### src/poc_pkg.sv
package poc_pkg;

  //////////////////////////////////////////////////////////////////////////
  // Register byte offsets
  localparam logic [7:0] ADDR_CTRL = 8'h00;
  localparam logic [7:0] ADDR_VOL = 8'h04;
  localparam logic [7:0] ADDR_DATA = 8'h08;
  localparam logic [7:0] ADDR_STAT = 8'h0C;
  localparam logic [7:0] ADDR_GAIN = 8'h10;
  localparam logic [7:0] ADDR_OUT = 8'h14;

  // Control register fields
  localparam int CTRL_DEEMPH = 0;
  localparam int CTRL_SOFT_MUTE_CTRL = 2;
  localparam int CTRL_ALC = 3;
  localparam int CTRL_DAC_TO_LINEOUT = 4;
  localparam int CTRL_LOSAVE = 5;
  localparam int CTRL_LOPWR = 6;
  localparam int CTRL_MONOPWR = 7;
  localparam int CTRL_MIX = 8;
  localparam int CTRL_SHARE = 10;
  localparam int CTRL_ADCPWR = 11;
  localparam int CTRL_BEEPSPK = 12;
  localparam int CTRL_BEEPLO = 13;
  localparam int CTRL_BEEPRES = 14;
  localparam int CTRL_WIDTH = 15;

  // Volume register fields
  localparam int VOL_LEVEL = 0;
  localparam int VOL_LOGAIN = 8;
  localparam int VOL_BEEPLVL = 10;
  localparam int VOL_SPKGAIN = 13;
  localparam int VOL_WIDTH = 15;

  localparam logic [14:0] CTRL_RESET = 15'h0001;
  localparam logic [14:0] VOL_RESET = 15'h0091;

  //////////////////////////////////////////////////////////////////////////
  // Codes
  localparam logic [1:0] DEEMPH_44K1 = 2'h0;
  localparam logic [1:0] DEEMPH_OFF = 2'h1;
  localparam logic [1:0] DEEMPH_48K = 2'h2;
  localparam logic [1:0] DEEMPH_32K = 2'h3;
  localparam logic [1:0] MIX_STEREO = 2'h0;
  localparam logic [1:0] MIX_LEFT = 2'h1;
  localparam logic [1:0] MIX_RIGHT = 2'h2;
  localparam logic [1:0] MIX_AVERAGE = 2'h3;
  localparam logic [7:0] VOL_MUTE = 8'h00;

  typedef enum logic [1:0] {
    POC_LO_DOWN = 2'b00,
    POC_LO_NORMAL = 2'b01,
    POC_LO_SAVE_FALL = 2'b10,
    POC_LO_SAVE_RISE = 2'b11
  } poc_lo_mode_t;

  //////////////////////////////////////////////////////////////////////////
  // Soft mute ramp, counted in sample periods
  localparam int MUTE_TIME_US = 10000;
  localparam int REF_FS_HZ = 44100;
  localparam int MUTE_STEPS_INT = MUTE_TIME_US * REF_FS_HZ / 1000000;
  localparam logic [8:0] MUTE_FULL = 9'(MUTE_STEPS_INT);
  localparam logic [15:0] MUTE_RECIP = 16'(65536 / MUTE_STEPS_INT);

  // De-emphasis 50/15 us shelf, bilinear, Q2.14; y = b0*x + b1*x1 + c*y1
  localparam int COEF_FRAC = 14;
  localparam logic signed [15:0] B0_44K1 = 16'sh1B7B;
  localparam logic signed [15:0] B1_44K1 = -16'sh03D2;
  localparam logic signed [15:0] C_44K1 = 16'sh2857;
  localparam logic signed [15:0] B0_48K = 16'sh1AED;
  localparam logic signed [15:0] B1_48K = -16'sh04DB;
  localparam logic signed [15:0] C_48K = 16'sh29EE;
  localparam logic signed [15:0] B0_32K = 16'sh1DDE;
  localparam logic signed [15:0] B1_32K = 16'sh009C;
  localparam logic signed [15:0] C_32K = 16'sh2186;

  //////////////////////////////////////////////////////////////////////////
  // Analog gains in hundredths of a dB
  localparam logic [11:0] SPK_ALC_BOOST = 12'h0C8;

  function automatic logic [11:0] poc_beep_atten(input logic [2:0] sel);
    case (sel)
      3'h0: poc_beep_atten = 12'h000;
      3'h1: poc_beep_atten = 12'h258;
      3'h2: poc_beep_atten = 12'h4B0;
      3'h3: poc_beep_atten = 12'h960;
      3'h4: poc_beep_atten = 12'hAF0;
      3'h5: poc_beep_atten = 12'hC80;
      3'h6: poc_beep_atten = 12'hE10;
      default: poc_beep_atten = 12'hFA0;
    endcase
  endfunction : poc_beep_atten

  function automatic logic [11:0] poc_lo_gain(input logic [1:0] sel);
    case (sel)
      2'h0: poc_lo_gain = 12'h000;
      2'h1: poc_lo_gain = 12'h086;
      2'h2: poc_lo_gain = 12'h0C8;
      default: poc_lo_gain = 12'h14E;
    endcase
  endfunction : poc_lo_gain

  function automatic logic [11:0] poc_spk_gain(input logic [1:0] sel);
    case (sel)
      2'h0: poc_spk_gain = 12'h262;
      2'h1: poc_spk_gain = 12'h32A;
      2'h2: poc_spk_gain = 12'h3F2;
      default: poc_spk_gain = 12'h4BA;
    endcase
  endfunction : poc_spk_gain

endpackage : poc_pkg

### src/poc_fifo.sv
`timescale 1ns/100ps
module poc_fifo #(
  parameter int WIDTH = 32,
  parameter int DEPTH = 4
) (
  // Clock and reset
  input wire logic pclk,
  input wire logic presetn,
  // Fill side
  input wire logic in_valid,
  output logic in_ready,
  input wire logic [WIDTH-1:0] in_data,
  // Drain side
  output logic out_valid,
  input wire logic out_ready,
  output logic [WIDTH-1:0] out_data
);
  localparam int AW = (DEPTH > 1) ? $clog2(DEPTH) : 1;
  localparam logic [AW:0] FULL_COUNT = (AW + 1)'(DEPTH);
  localparam logic [AW-1:0] LAST_SLOT = AW'(DEPTH - 1);

  logic [WIDTH-1:0] mem [DEPTH];
  logic [AW-1:0] wr_ptr, rd_ptr, next_wr_ptr, next_rd_ptr;
  logic [AW:0] count, next_count;
  logic push, pop;

  assign in_ready = (count != FULL_COUNT);
  assign out_valid = (count != '0);
  assign out_data = mem[rd_ptr];
  assign push = in_valid && in_ready;
  assign pop = out_valid && out_ready;

  always_comb begin
    next_wr_ptr = wr_ptr;
    next_rd_ptr = rd_ptr;
    next_count = count;
    if (push) begin
      next_wr_ptr = (wr_ptr == LAST_SLOT) ? '0 : wr_ptr + 1'b1;
    end
    if (pop) begin
      next_rd_ptr = (rd_ptr == LAST_SLOT) ? '0 : rd_ptr + 1'b1;
    end
    if (push && !pop) begin
      next_count = count + 1'b1;
    end else if (pop && !push) begin
      next_count = count - 1'b1;
    end
  end

  always_ff @(posedge pclk or negedge presetn) begin
    if (!presetn) begin
      wr_ptr <= '0;
      rd_ptr <= '0;
      count <= '0;
    end else begin
      wr_ptr <= next_wr_ptr;
      rd_ptr <= next_rd_ptr;
      count <= next_count;
    end
  end

  // Storage has no reset; a slot is only read as valid data after it has been written
  always_ff @(posedge pclk) begin
    if (push) begin
      mem[wr_ptr] <= in_data;
    end
  end

  property p_fifo_full;
    @(posedge pclk) disable iff (!presetn)
      (count == FULL_COUNT) && !pop |=> !in_ready && (count == FULL_COUNT);
  endproperty
  a_fifo_full: assert property (p_fifo_full)
    else $error("fifo accepted data while full");

endmodule : poc_fifo

### src/poc_output_ctrl.sv
// Design decisions made here: the placing of the registers and the APB register port.
`timescale 1ns/100ps
module poc_output_ctrl
  import poc_pkg::*;
#(
  parameter int SAMPLE_W = 16,
  parameter int FIFO_DEPTH = 4
) (
  // Clock and reset
  input wire logic pclk,
  input wire logic presetn,
  // APB slave
  input wire logic psel,
  input wire logic penable,
  input wire logic pwrite,
  input wire logic [7:0] paddr,
  input wire logic [31:0] pwdata,
  output logic [31:0] prdata,
  output logic pready,
  output logic pslverr,
  // Sample rate strobe
  input wire logic fs_tick,
  // Playback data
  output logic [SAMPLE_W-1:0] left_line_output,
  output logic [SAMPLE_W-1:0] right_line_output,
  output logic line_out_valid,
  // Analog controls
  output logic line_drive_en,
  output poc_pkg::poc_lo_mode_t lineout_mode,
  output logic [1:0] lineout_gain_sel,
  output logic [7:0] output_volume_two,
  output logic lineout_pullup_en,
  output logic mic_pullup_en,
  output logic right_line_output_mono_in_mode,
  output logic beep_spk_route,
  output logic beep_lo_route,
  output logic beep_ext_mode
);
  localparam int W = SAMPLE_W;
  localparam int PW = 2 * SAMPLE_W;

  ////////////////////////////////////////////////////////////////////////////
  // Register file
  logic [CTRL_WIDTH-1:0] ctrl, next_ctrl;
  logic [VOL_WIDTH-1:0] vol, next_vol;
  logic wr_en, rd_sel, data_sel, known_addr;
  logic fifo_in_ready, fifo_out_valid;
  logic [PW-1:0] fifo_out_data;
  logic [8:0] mute_level, next_mute_level;
  logic [1:0] deemph_select, channel_mix_sel;
  logic soft_mute_ctrl, auto_level_control, dac_to_lineout;
  logic lineout_save, lineout_power, mono_input_power;
  logic line_share_en, adc_power, beep_to_speaker, beep_to_lineout;
  logic beep_resistor_mode;
  logic [2:0] beep_level_sel;
  logic [1:0] speaker_gain_sel;
  logic signed [12:0] lo_beep_gain, spk_beep_gain;
  logic [11:0] beep_atten, spk_gain;

  assign deemph_select = ctrl[CTRL_DEEMPH +: 2];
  assign soft_mute_ctrl = ctrl[CTRL_SOFT_MUTE_CTRL];
  assign auto_level_control = ctrl[CTRL_ALC];
  assign dac_to_lineout = ctrl[CTRL_DAC_TO_LINEOUT];
  assign lineout_save = ctrl[CTRL_LOSAVE];
  assign lineout_power = ctrl[CTRL_LOPWR];
  assign mono_input_power = ctrl[CTRL_MONOPWR];
  assign channel_mix_sel = ctrl[CTRL_MIX +: 2];
  assign line_share_en = ctrl[CTRL_SHARE];
  assign adc_power = ctrl[CTRL_ADCPWR];
  assign beep_to_speaker = ctrl[CTRL_BEEPSPK];
  assign beep_to_lineout = ctrl[CTRL_BEEPLO];
  assign beep_resistor_mode = ctrl[CTRL_BEEPRES];
  assign output_volume_two = vol[VOL_LEVEL +: 8];
  assign lineout_gain_sel = vol[VOL_LOGAIN +: 2];
  assign beep_level_sel = vol[VOL_BEEPLVL +: 3];
  assign speaker_gain_sel = vol[VOL_SPKGAIN +: 2];

  assign data_sel = (paddr == ADDR_DATA);
  assign known_addr = (paddr == ADDR_CTRL) || (paddr == ADDR_VOL) ||
                      data_sel || (paddr == ADDR_STAT) ||
                      (paddr == ADDR_GAIN) || (paddr == ADDR_OUT);
  // A sample write waits for FIFO space instead of being dropped
  assign pready = !(psel && pwrite && data_sel) || fifo_in_ready;
  assign pslverr = psel && penable && !known_addr;
  assign wr_en = psel && penable && pready && pwrite;
  assign rd_sel = psel && !pwrite;

  always_comb begin
    next_ctrl = ctrl;
    next_vol = vol;
    if (wr_en && (paddr == ADDR_CTRL)) begin
      next_ctrl = pwdata[CTRL_WIDTH-1:0];
    end
    if (wr_en && (paddr == ADDR_VOL)) begin
      next_vol = pwdata[VOL_WIDTH-1:0];
    end
  end

  always_ff @(posedge pclk or negedge presetn) begin
    if (!presetn) begin
      ctrl <= CTRL_RESET;
      vol <= VOL_RESET;
    end else begin
      ctrl <= next_ctrl;
      vol <= next_vol;
    end
  end

  always_comb begin
    prdata = 32'h0000_0000;
    if (rd_sel) begin
      case (paddr)
        ADDR_CTRL: prdata = 32'(ctrl);
        ADDR_VOL: prdata = 32'(vol);
        ADDR_STAT: prdata = {17'h00000, (mute_level == 9'h000),
                             fifo_out_valid, !fifo_in_ready, line_drive_en,
                             lineout_mode, mute_level};
        ADDR_GAIN: prdata = {3'h0, spk_beep_gain, 3'h0, lo_beep_gain};
        ADDR_OUT: prdata = 32'({right_line_output, left_line_output});
        default: prdata = 32'h0000_0000;
      endcase
    end
  end

  ////////////////////////////////////////////////////////////////////////////
  // Analog path selection
  always_comb begin
    case ({lineout_save, lineout_power})
      2'b00: lineout_mode = POC_LO_DOWN;
      2'b01: lineout_mode = POC_LO_NORMAL;
      2'b10: lineout_mode = POC_LO_SAVE_FALL;
      2'b11: lineout_mode = POC_LO_SAVE_RISE;
      default: lineout_mode = POC_LO_DOWN;
    endcase
  end

  // Host pacing of save/power for pop reduction is left to software
  assign line_drive_en = !mono_input_power && lineout_power &&
                         dac_to_lineout;
  assign right_line_output_mono_in_mode = mono_input_power;
  assign lineout_pullup_en = line_share_en && lineout_save;
  assign mic_pullup_en = line_share_en && !adc_power;
  assign beep_spk_route = mono_input_power && beep_to_speaker;
  assign beep_lo_route = mono_input_power && beep_to_lineout;
  assign beep_ext_mode = beep_resistor_mode;

  // External resistor sets its own gain, so the level field drops out
  assign beep_atten = beep_resistor_mode ? 12'h000 :
                      poc_beep_atten(beep_level_sel);
  assign spk_gain = poc_spk_gain(speaker_gain_sel) +
                    (auto_level_control ? SPK_ALC_BOOST : 12'h000);
  assign lo_beep_gain = $signed({1'b0, poc_lo_gain(lineout_gain_sel)}) -
                        $signed({1'b0, beep_atten});
  assign spk_beep_gain = $signed({1'b0, spk_gain}) -
                         $signed({1'b0, beep_atten});

  ////////////////////////////////////////////////////////////////////////////
  // Sample buffer
  poc_fifo #(
    .WIDTH(PW),
    .DEPTH(FIFO_DEPTH)
  ) u_fifo (
    .pclk(pclk),
    .presetn(presetn),
    .in_valid(wr_en && data_sel),
    .in_ready(fifo_in_ready),
    .in_data(pwdata[PW-1:0]),
    .out_valid(fifo_out_valid),
    .out_ready(fs_tick),
    .out_data(fifo_out_data)
  );

  ////////////////////////////////////////////////////////////////////////////
  // Digital playback path
  function automatic logic signed [W-1:0] poc_sat(
    input logic signed [W+19:0] v
  );
    logic signed [W+19:0] hi, lo;
    hi = (W + 20)'({1'b0, {(W-1){1'b1}}});
    lo = -hi - 1;
    if (v > hi) begin
      poc_sat = hi[W-1:0];
    end else if (v < lo) begin
      poc_sat = lo[W-1:0];
    end else begin
      poc_sat = v[W-1:0];
    end
  endfunction : poc_sat

  function automatic logic signed [W-1:0] poc_deemph(
    input logic signed [W-1:0] x,
    input logic signed [W-1:0] x1,
    input logic signed [W-1:0] y1,
    input logic [1:0] sel
  );
    logic signed [15:0] b0, b1, c;
    logic signed [W+19:0] acc;
    b0 = B0_44K1;
    b1 = B1_44K1;
    c = C_44K1;
    acc = '0;
    if (sel == DEEMPH_48K) begin
      b0 = B0_48K;
      b1 = B1_48K;
      c = C_48K;
    end else if (sel == DEEMPH_32K) begin
      b0 = B0_32K;
      b1 = B1_32K;
      c = C_32K;
    end
    // Widen before multiplying so the products keep their upper bits
    acc = (W + 20)'(b0) * (W + 20)'(x) + (W + 20)'(b1) * (W + 20)'(x1) +
          (W + 20)'(c) * (W + 20)'(y1);
    poc_deemph = poc_sat(acc >>> COEF_FRAC);
  endfunction : poc_deemph

  logic signed [W-1:0] in_l, in_r, mix_l, mix_r, avg, emph_l, emph_r;
  logic signed [W-1:0] out_l, out_r;
  logic signed [W-1:0] x1_l, x1_r, y1_l, y1_r;
  logic signed [W-1:0] next_x1_l, next_x1_r, next_y1_l, next_y1_r;
  logic [W-1:0] next_left, next_right;
  logic next_valid, mute_req;
  logic [15:0] mute_gain;
  logic signed [W+16:0] prod_l, prod_r;

  // Underrun plays silence rather than repeating stale samples
  assign in_l = fifo_out_valid ? $signed(fifo_out_data[W-1:0]) : '0;
  assign in_r = fifo_out_valid ? $signed(fifo_out_data[PW-1:W]) : '0;
  assign avg = W'(($signed({in_l[W-1], in_l}) +
                   $signed({in_r[W-1], in_r})) >>> 1);

  always_comb begin
    case (channel_mix_sel)
      MIX_STEREO: begin
        mix_l = in_l;
        mix_r = in_r;
      end
      MIX_LEFT: begin
        mix_l = in_l;
        mix_r = in_l;
      end
      MIX_RIGHT: begin
        mix_l = in_r;
        mix_r = in_r;
      end
      default: begin
        mix_l = avg;
        mix_r = avg;
      end
    endcase
  end

  assign emph_l = (deemph_select == DEEMPH_OFF) ? mix_l :
                  poc_deemph(mix_l, x1_l, y1_l, deemph_select);
  assign emph_r = (deemph_select == DEEMPH_OFF) ? mix_r :
                  poc_deemph(mix_r, x1_r, y1_r, deemph_select);

  // Ramp is linear in amplitude; full level passes samples untouched
  assign mute_req = soft_mute_ctrl && !auto_level_control;
  assign mute_gain = 16'(mute_level * MUTE_RECIP);
  assign prod_l = emph_l * $signed({1'b0, mute_gain});
  assign prod_r = emph_r * $signed({1'b0, mute_gain});
  assign out_l = (mute_level == MUTE_FULL) ? emph_l : W'(prod_l >>> 16);
  assign out_r = (mute_level == MUTE_FULL) ? emph_r : W'(prod_r >>> 16);

  always_comb begin
    next_mute_level = mute_level;
    next_x1_l = x1_l;
    next_x1_r = x1_r;
    next_y1_l = y1_l;
    next_y1_r = y1_r;
    next_left = left_line_output;
    next_right = right_line_output;
    next_valid = 1'b0;
    if (fs_tick) begin
      if (mute_req && (mute_level != 9'h000)) begin
        next_mute_level = mute_level - 1'b1;
      end else if (!mute_req && (mute_level != MUTE_FULL)) begin
        next_mute_level = mute_level + 1'b1;
      end
      next_x1_l = mix_l;
      next_x1_r = mix_r;
      next_y1_l = emph_l;
      next_y1_r = emph_r;
      next_valid = 1'b1;
      if (line_drive_en && (output_volume_two != VOL_MUTE)) begin
        next_left = out_l;
        next_right = out_r;
      end else begin
        next_left = '0;
        next_right = '0;
      end
    end
  end

  always_ff @(posedge pclk or negedge presetn) begin
    if (!presetn) begin
      mute_level <= MUTE_FULL;
      x1_l <= '0;
      x1_r <= '0;
      y1_l <= '0;
      y1_r <= '0;
      left_line_output <= '0;
      right_line_output <= '0;
      line_out_valid <= 1'b0;
    end else begin
      mute_level <= next_mute_level;
      x1_l <= next_x1_l;
      x1_r <= next_x1_r;
      y1_l <= next_y1_l;
      y1_r <= next_y1_r;
      left_line_output <= next_left;
      right_line_output <= next_right;
      line_out_valid <= next_valid;
    end
  end

  ////////////////////////////////////////////////////////////////////////////
  // Checks
  property p_deemph_bypass;
    @(posedge pclk) disable iff (!presetn)
      fs_tick && (deemph_select == DEEMPH_OFF) && line_drive_en &&
      (mute_level == MUTE_FULL) && (output_volume_two != VOL_MUTE)
      |=> left_line_output == $past(mix_l);
  endproperty
  a_deemph_bypass: assert property (p_deemph_bypass)
    else $error("de-emphasis off but output differs from input");

  property p_mute_down;
    @(posedge pclk) disable iff (!presetn)
      fs_tick && mute_req && (mute_level != 9'h000)
      |=> mute_level == $past(mute_level) - 9'h001;
  endproperty
  a_mute_down: assert property (p_mute_down)
    else $error("soft mute ramp did not step down");

  property p_mute_up;
    @(posedge pclk) disable iff (!presetn)
      fs_tick && !soft_mute_ctrl && (mute_level != MUTE_FULL)
      |=> mute_level == $past(mute_level) + 9'h001;
  endproperty
  a_mute_up: assert property (p_mute_up)
    else $error("soft mute release did not ramp up");

  property p_alc_ignore;
    @(posedge pclk) disable iff (!presetn)
      auto_level_control && fs_tick && (mute_level != MUTE_FULL)
      |=> mute_level > $past(mute_level);
  endproperty
  a_alc_ignore: assert property (p_alc_ignore)
    else $error("soft mute acted during auto level control");

  property p_common_voltage;
    @(posedge pclk) disable iff (!presetn)
      fs_tick && (mono_input_power || !dac_to_lineout)
      |=> (left_line_output == '0) && (right_line_output == '0);
  endproperty
  a_common_voltage: assert property (p_common_voltage)
    else $error("line outputs driven while path disabled");

  property p_lo_rise;
    @(posedge pclk) disable iff (!presetn)
      wr_en && (paddr == ADDR_CTRL) && pwdata[CTRL_LOSAVE] &&
      pwdata[CTRL_LOPWR] |=> lineout_mode == POC_LO_SAVE_RISE;
  endproperty
  a_lo_rise: assert property (p_lo_rise)
    else $error("line output mode not power-save rising");

  property p_mix_left;
    @(posedge pclk) disable iff (!presetn)
      fs_tick && (channel_mix_sel == MIX_LEFT)
      |=> left_line_output == right_line_output;
  endproperty
  a_mix_left: assert property (p_mix_left)
    else $error("left-on-both mix gave different channels");

  property p_pullup;
    @(posedge pclk) disable iff (!presetn)
      (lineout_pullup_en || mic_pullup_en) |-> line_share_en &&
      (mic_pullup_en == !adc_power) && (lineout_pullup_en == lineout_save);
  endproperty
  a_pullup: assert property (p_pullup)
    else $error("shared line pull-up state wrong");

  property p_mono_pin;
    @(posedge pclk) disable iff (!presetn)
      (beep_spk_route || beep_lo_route) |-> right_line_output_mono_in_mode &&
      !line_drive_en;
  endproperty
  a_mono_pin: assert property (p_mono_pin)
    else $error("beep routed while pin is a line output");

  property p_beep_floor;
    @(posedge pclk) disable iff (!presetn)
      !beep_resistor_mode && (beep_level_sel == 3'h7) &&
      (lineout_gain_sel == 2'h0) |-> lo_beep_gain == -13'sh0FA0;
  endproperty
  a_beep_floor: assert property (p_beep_floor)
    else $error("lowest beep level is not -40 dB");

endmodule : poc_output_ctrl

### config.mk
export PLATFORM = sky130hd
export DESIGN_NAME = poc_output_ctrl
export DESIGN_NICKNAME = d
export VERILOG_FILES = /design/src/poc_pkg.sv /design/src/poc_fifo.sv /design/src/poc_output_ctrl.sv
export SDC_FILE = /design/constraint.sdc
export NUM_CORES = 2
export LEC_CHECK = 0
export BUFFER_PORTS_ARGS = -buffer_cell sky130_fd_sc_hd__buf_2
export CAP_MARGIN = 15
export CORE_ASPECT_RATIO = 1.5
export CORE_MARGIN = 3
export CORE_UTILIZATION = 55
export DETAILED_ROUTE_END_ITERATION = 8
export HOLD_SLACK_MARGIN = 0.03
export PLACE_DENSITY = 0.8
export SYNTH_ARGS = -nofsm -noshare
export SYNTH_HDL_FRONTEND = slang
export SYNTH_SLANG_ARGS = --single-unit
### constraint.sdc
create_clock -name pclk -period 28.1 [get_ports pclk]
set_input_delay 4.215 -clock pclk [delete_from_list [all_inputs] [get_ports pclk]]
set_output_delay 4.215 -clock pclk [all_outputs]
set_load 0.01 [all_outputs]
==> results.toml <==
[critical_path]
cpPeakStageDelay_ns = 0.99
worstReg2RegEnd = "left_line_output[13]"
cp.arrival_ns = 20.60
reg2reg_slack_ns = 8.03
cp_top_family = "adder cells"
crit_path_top_delay_cell = "a211oi_1"
r2r_cells = 69
path_class = "register to register"
path_common_cell = "fa_1"
cp_max_fo = 30
cp_data_required_time_ns = 28.63
cp.depth = 69
r2r-start = "u_fifo.rd_ptr[0]"
crit_start = "u_fifo.rd_ptr[0]"
endpoint_kind = "register"
critPathCapture = "left_line_output[13]"
startpoint_type = "register"
path_buf_inv = 11

[synthesis]
yosys-top-cells-area = "fa_1, ha_1, inv_1"
synth-edff-count = 128
synthesis.area_sq_mm = 0.0770
ys_top_cells_by_count = "inv_1, fa_1, ha_1, nand2_1, nor2_1"
synth_seq_cells = 271
async_flop_share_pct = 52.8
synth.top_cell.area_share_pct = 45.1
synth_largest_area_cell = "fa_1"
syn_area_per_cell_sq_um = 9.66
ys_seq_area_share_pct = 9.65
synthFlopType = "dfrtp_1"
synth_cells = 7975
yosysWarningCount = 0
synthMostInstantiatedCell = "inv_1"
synth_cell_types = 94

[clocking]
post_cts_buffers = 0
post_cts_resized = 0
numClockSinks = 271
clock-root-buffer = "clkbuf_16"
tritoncts = "done"
cts_buffers = 34
clkLatencyLatePin_ns = 0.61
cts.clk_slew.worst_paths_ns = 0.06
clockBufferDepth = 3
cts_hold_buf = 0
htreeDepth = 2

[drt]
drc = 0
drt-initial-drc-count = 4069
via_per_inst = 5.65
antenna_left = 0
wl_per_cell_um = 23.2
wl_mm = 230
firstDrtPassIters = 6
dr_total_vias = 55900

[sta]
setup_viol = 0
slew_headroom_pct = 20.5
drv_slew = 0
finalCritPeriodShare_pct = 71.4
setup_tns_ns = 0
max_clock_freq_mhz = 49.8
grt_setup_unrepaired = "no"
hold_viol = 0
period_needed_ns = 20.07
skew_ns = 0.0249
tightest_slew_ns = 1.19

[global_route]
busiest_layer = "met2"
grt_pass1_wl_mm = 359
gr-usage-met2_pct = 56.7
antenna_found_initial = 4
overflow = 0
gr-usage-all-layers_pct = 32.8
met3_usage_pct = 4.90
grt_use_met1_pct = 34.9
grt_max_degree = 73
grt_pass1_vias = 63800

[die]
die_w_um = 312
row_count = 167
die_area_sq_mm = 0.145
start_util_pct = 55.6
die_h_um = 464
core_area_sq_mm = 0.139
io-pin-count = 132

[place]
port_buffers = 131
routabilityCongestion = 1.01
dp_hpwl_mm = 192

[min_path]
hp-class = "register to register"
whs_path_depth = 1

[layout]
nFillCells = 11300
final_util_pct = 58.6
multi_input_comb_area_sq_mm = 0.0599
ff_latch_area_sq_mm = 0.00744
syn_to_final_growth_pct = 5.44
drive_gt1_share_pct = 5.78
nNetsFinal = 10500

[outcome]
outcome = "complete, no violations"

[run]
cap_viol_max_count = 0
[placed cells by master, fill, tap and decap left out, drive strengths merged, types with 47 or more instances in the layout]
cell    instances
xor2           47
and3           52
nand2         491
edfxtp        128
o21ai         137
a21oi         235
mux2           67
buf           235
xnor2         181
dfrtp         133
inv          2387
fa           1736
ha            729
nor2          389
and2          250
a21o          106
nand2b         80
nor2b          92
[worst min-delay path by stage]
stage                         start              end
finish              u_fifo.count[2]  u_fifo.count[2]
global route        u_fifo.count[2]  u_fifo.count[2]
CTS                 u_fifo.count[2]  u_fifo.count[2]
detailed placement  u_fifo.count[2]  u_fifo.count[2]
global placement    u_fifo.count[2]  u_fifo.count[2]
floorplan           u_fifo.count[2]  u_fifo.count[2]
[metrics by stage]
| stage | cell area, sq um | hold WS [ns] | cells | setup WS, ns |
|---|---|---|---|---|
| finish | 81200 | 0.524 | 9899 | 8.03 |
| global route | 81200 | 0.531 | 9898 | 7.15 |
| floorplan | 77100 | 0.449 | 7993 | 9.79 |
| detailed placement | 80000 | 0.494 | 9836 | 8.35 |
| CTS | 81200 | 0.510 | 9898 | 8.25 |
| global placement | 80000 | 0.461 | 9835 | 8.77 |
[flip-flops by register name, indices dropped and copies added, names as in the netlist]
name / flops
right_line_output: 16
u_fifo.count: 3
u_fifo.rd_ptr: 2
left_line_output: 16
mute_level: 9
line_out_valid: 1
u_fifo.wr_ptr: 2
x1_l: 16
ctrl: 15
y1_r: 16
u_fifo.mem: 128
vol: 15
x1_r: 16
y1_l: 16
[cell type report]
type	instances	share of cell area, %
clock buffer	40	1.11
sequential	271	9.16
timing repair buffer	235	1.78
clock inverter	22	0.357
inverter	2382	11.0
multi-input combinational	5089	73.7
antenna	1	0.00308
tap	1859	2.86
[metal layers]
metal | vias up | wire [um]
met3 | 1098 | 16000
li1 | 23800 | -
met2 | 2576 | 114000
met1 | 28400 | 73800
met5 | - | 13
met4 | 2 | 25800
[cells by family (layout without fill, tap and decap cells)]
| kind of cell | after synthesis | count (layout) | synth area share [%] |
|---|---|---|---|
| other cells | 2 | 21 | 0.00975 |
| xor+xnor | 228 | 228 | 2.59 |
| simple gates | 1519 | 1519 | 9.44 |
| buf+inv | 2633 | 2679 | 12.9 |
| compound gates | 733 | 733 | 6.20 |
| mux | 123 | 123 | 2.24 |
| fa+ha+maj | 2466 | 2466 | 57.0 |
| flops | 271 | 271 | 9.65 |
[worst register-to-register path: cells and delay by family (launching register included)]
| kind | cells | cell delay (ns) |
|---|---|---|
| DFF | 1 | 0.47 |
| muxes | 1 | 0.59 |
| buffers and inverters | 11 | 1.54 |
| and+or+nand+nor | 9 | 2.22 |
| adders and majority gates | 18 | 7.62 |
| xor gates and xnor gates | 2 | 0.39 |
| AOI/OAI and AO/OA | 28 | 7.18 |
Power is not shown: default switching activity piles up to over one toggle a cycle in this logic, so the estimate is an artifact.
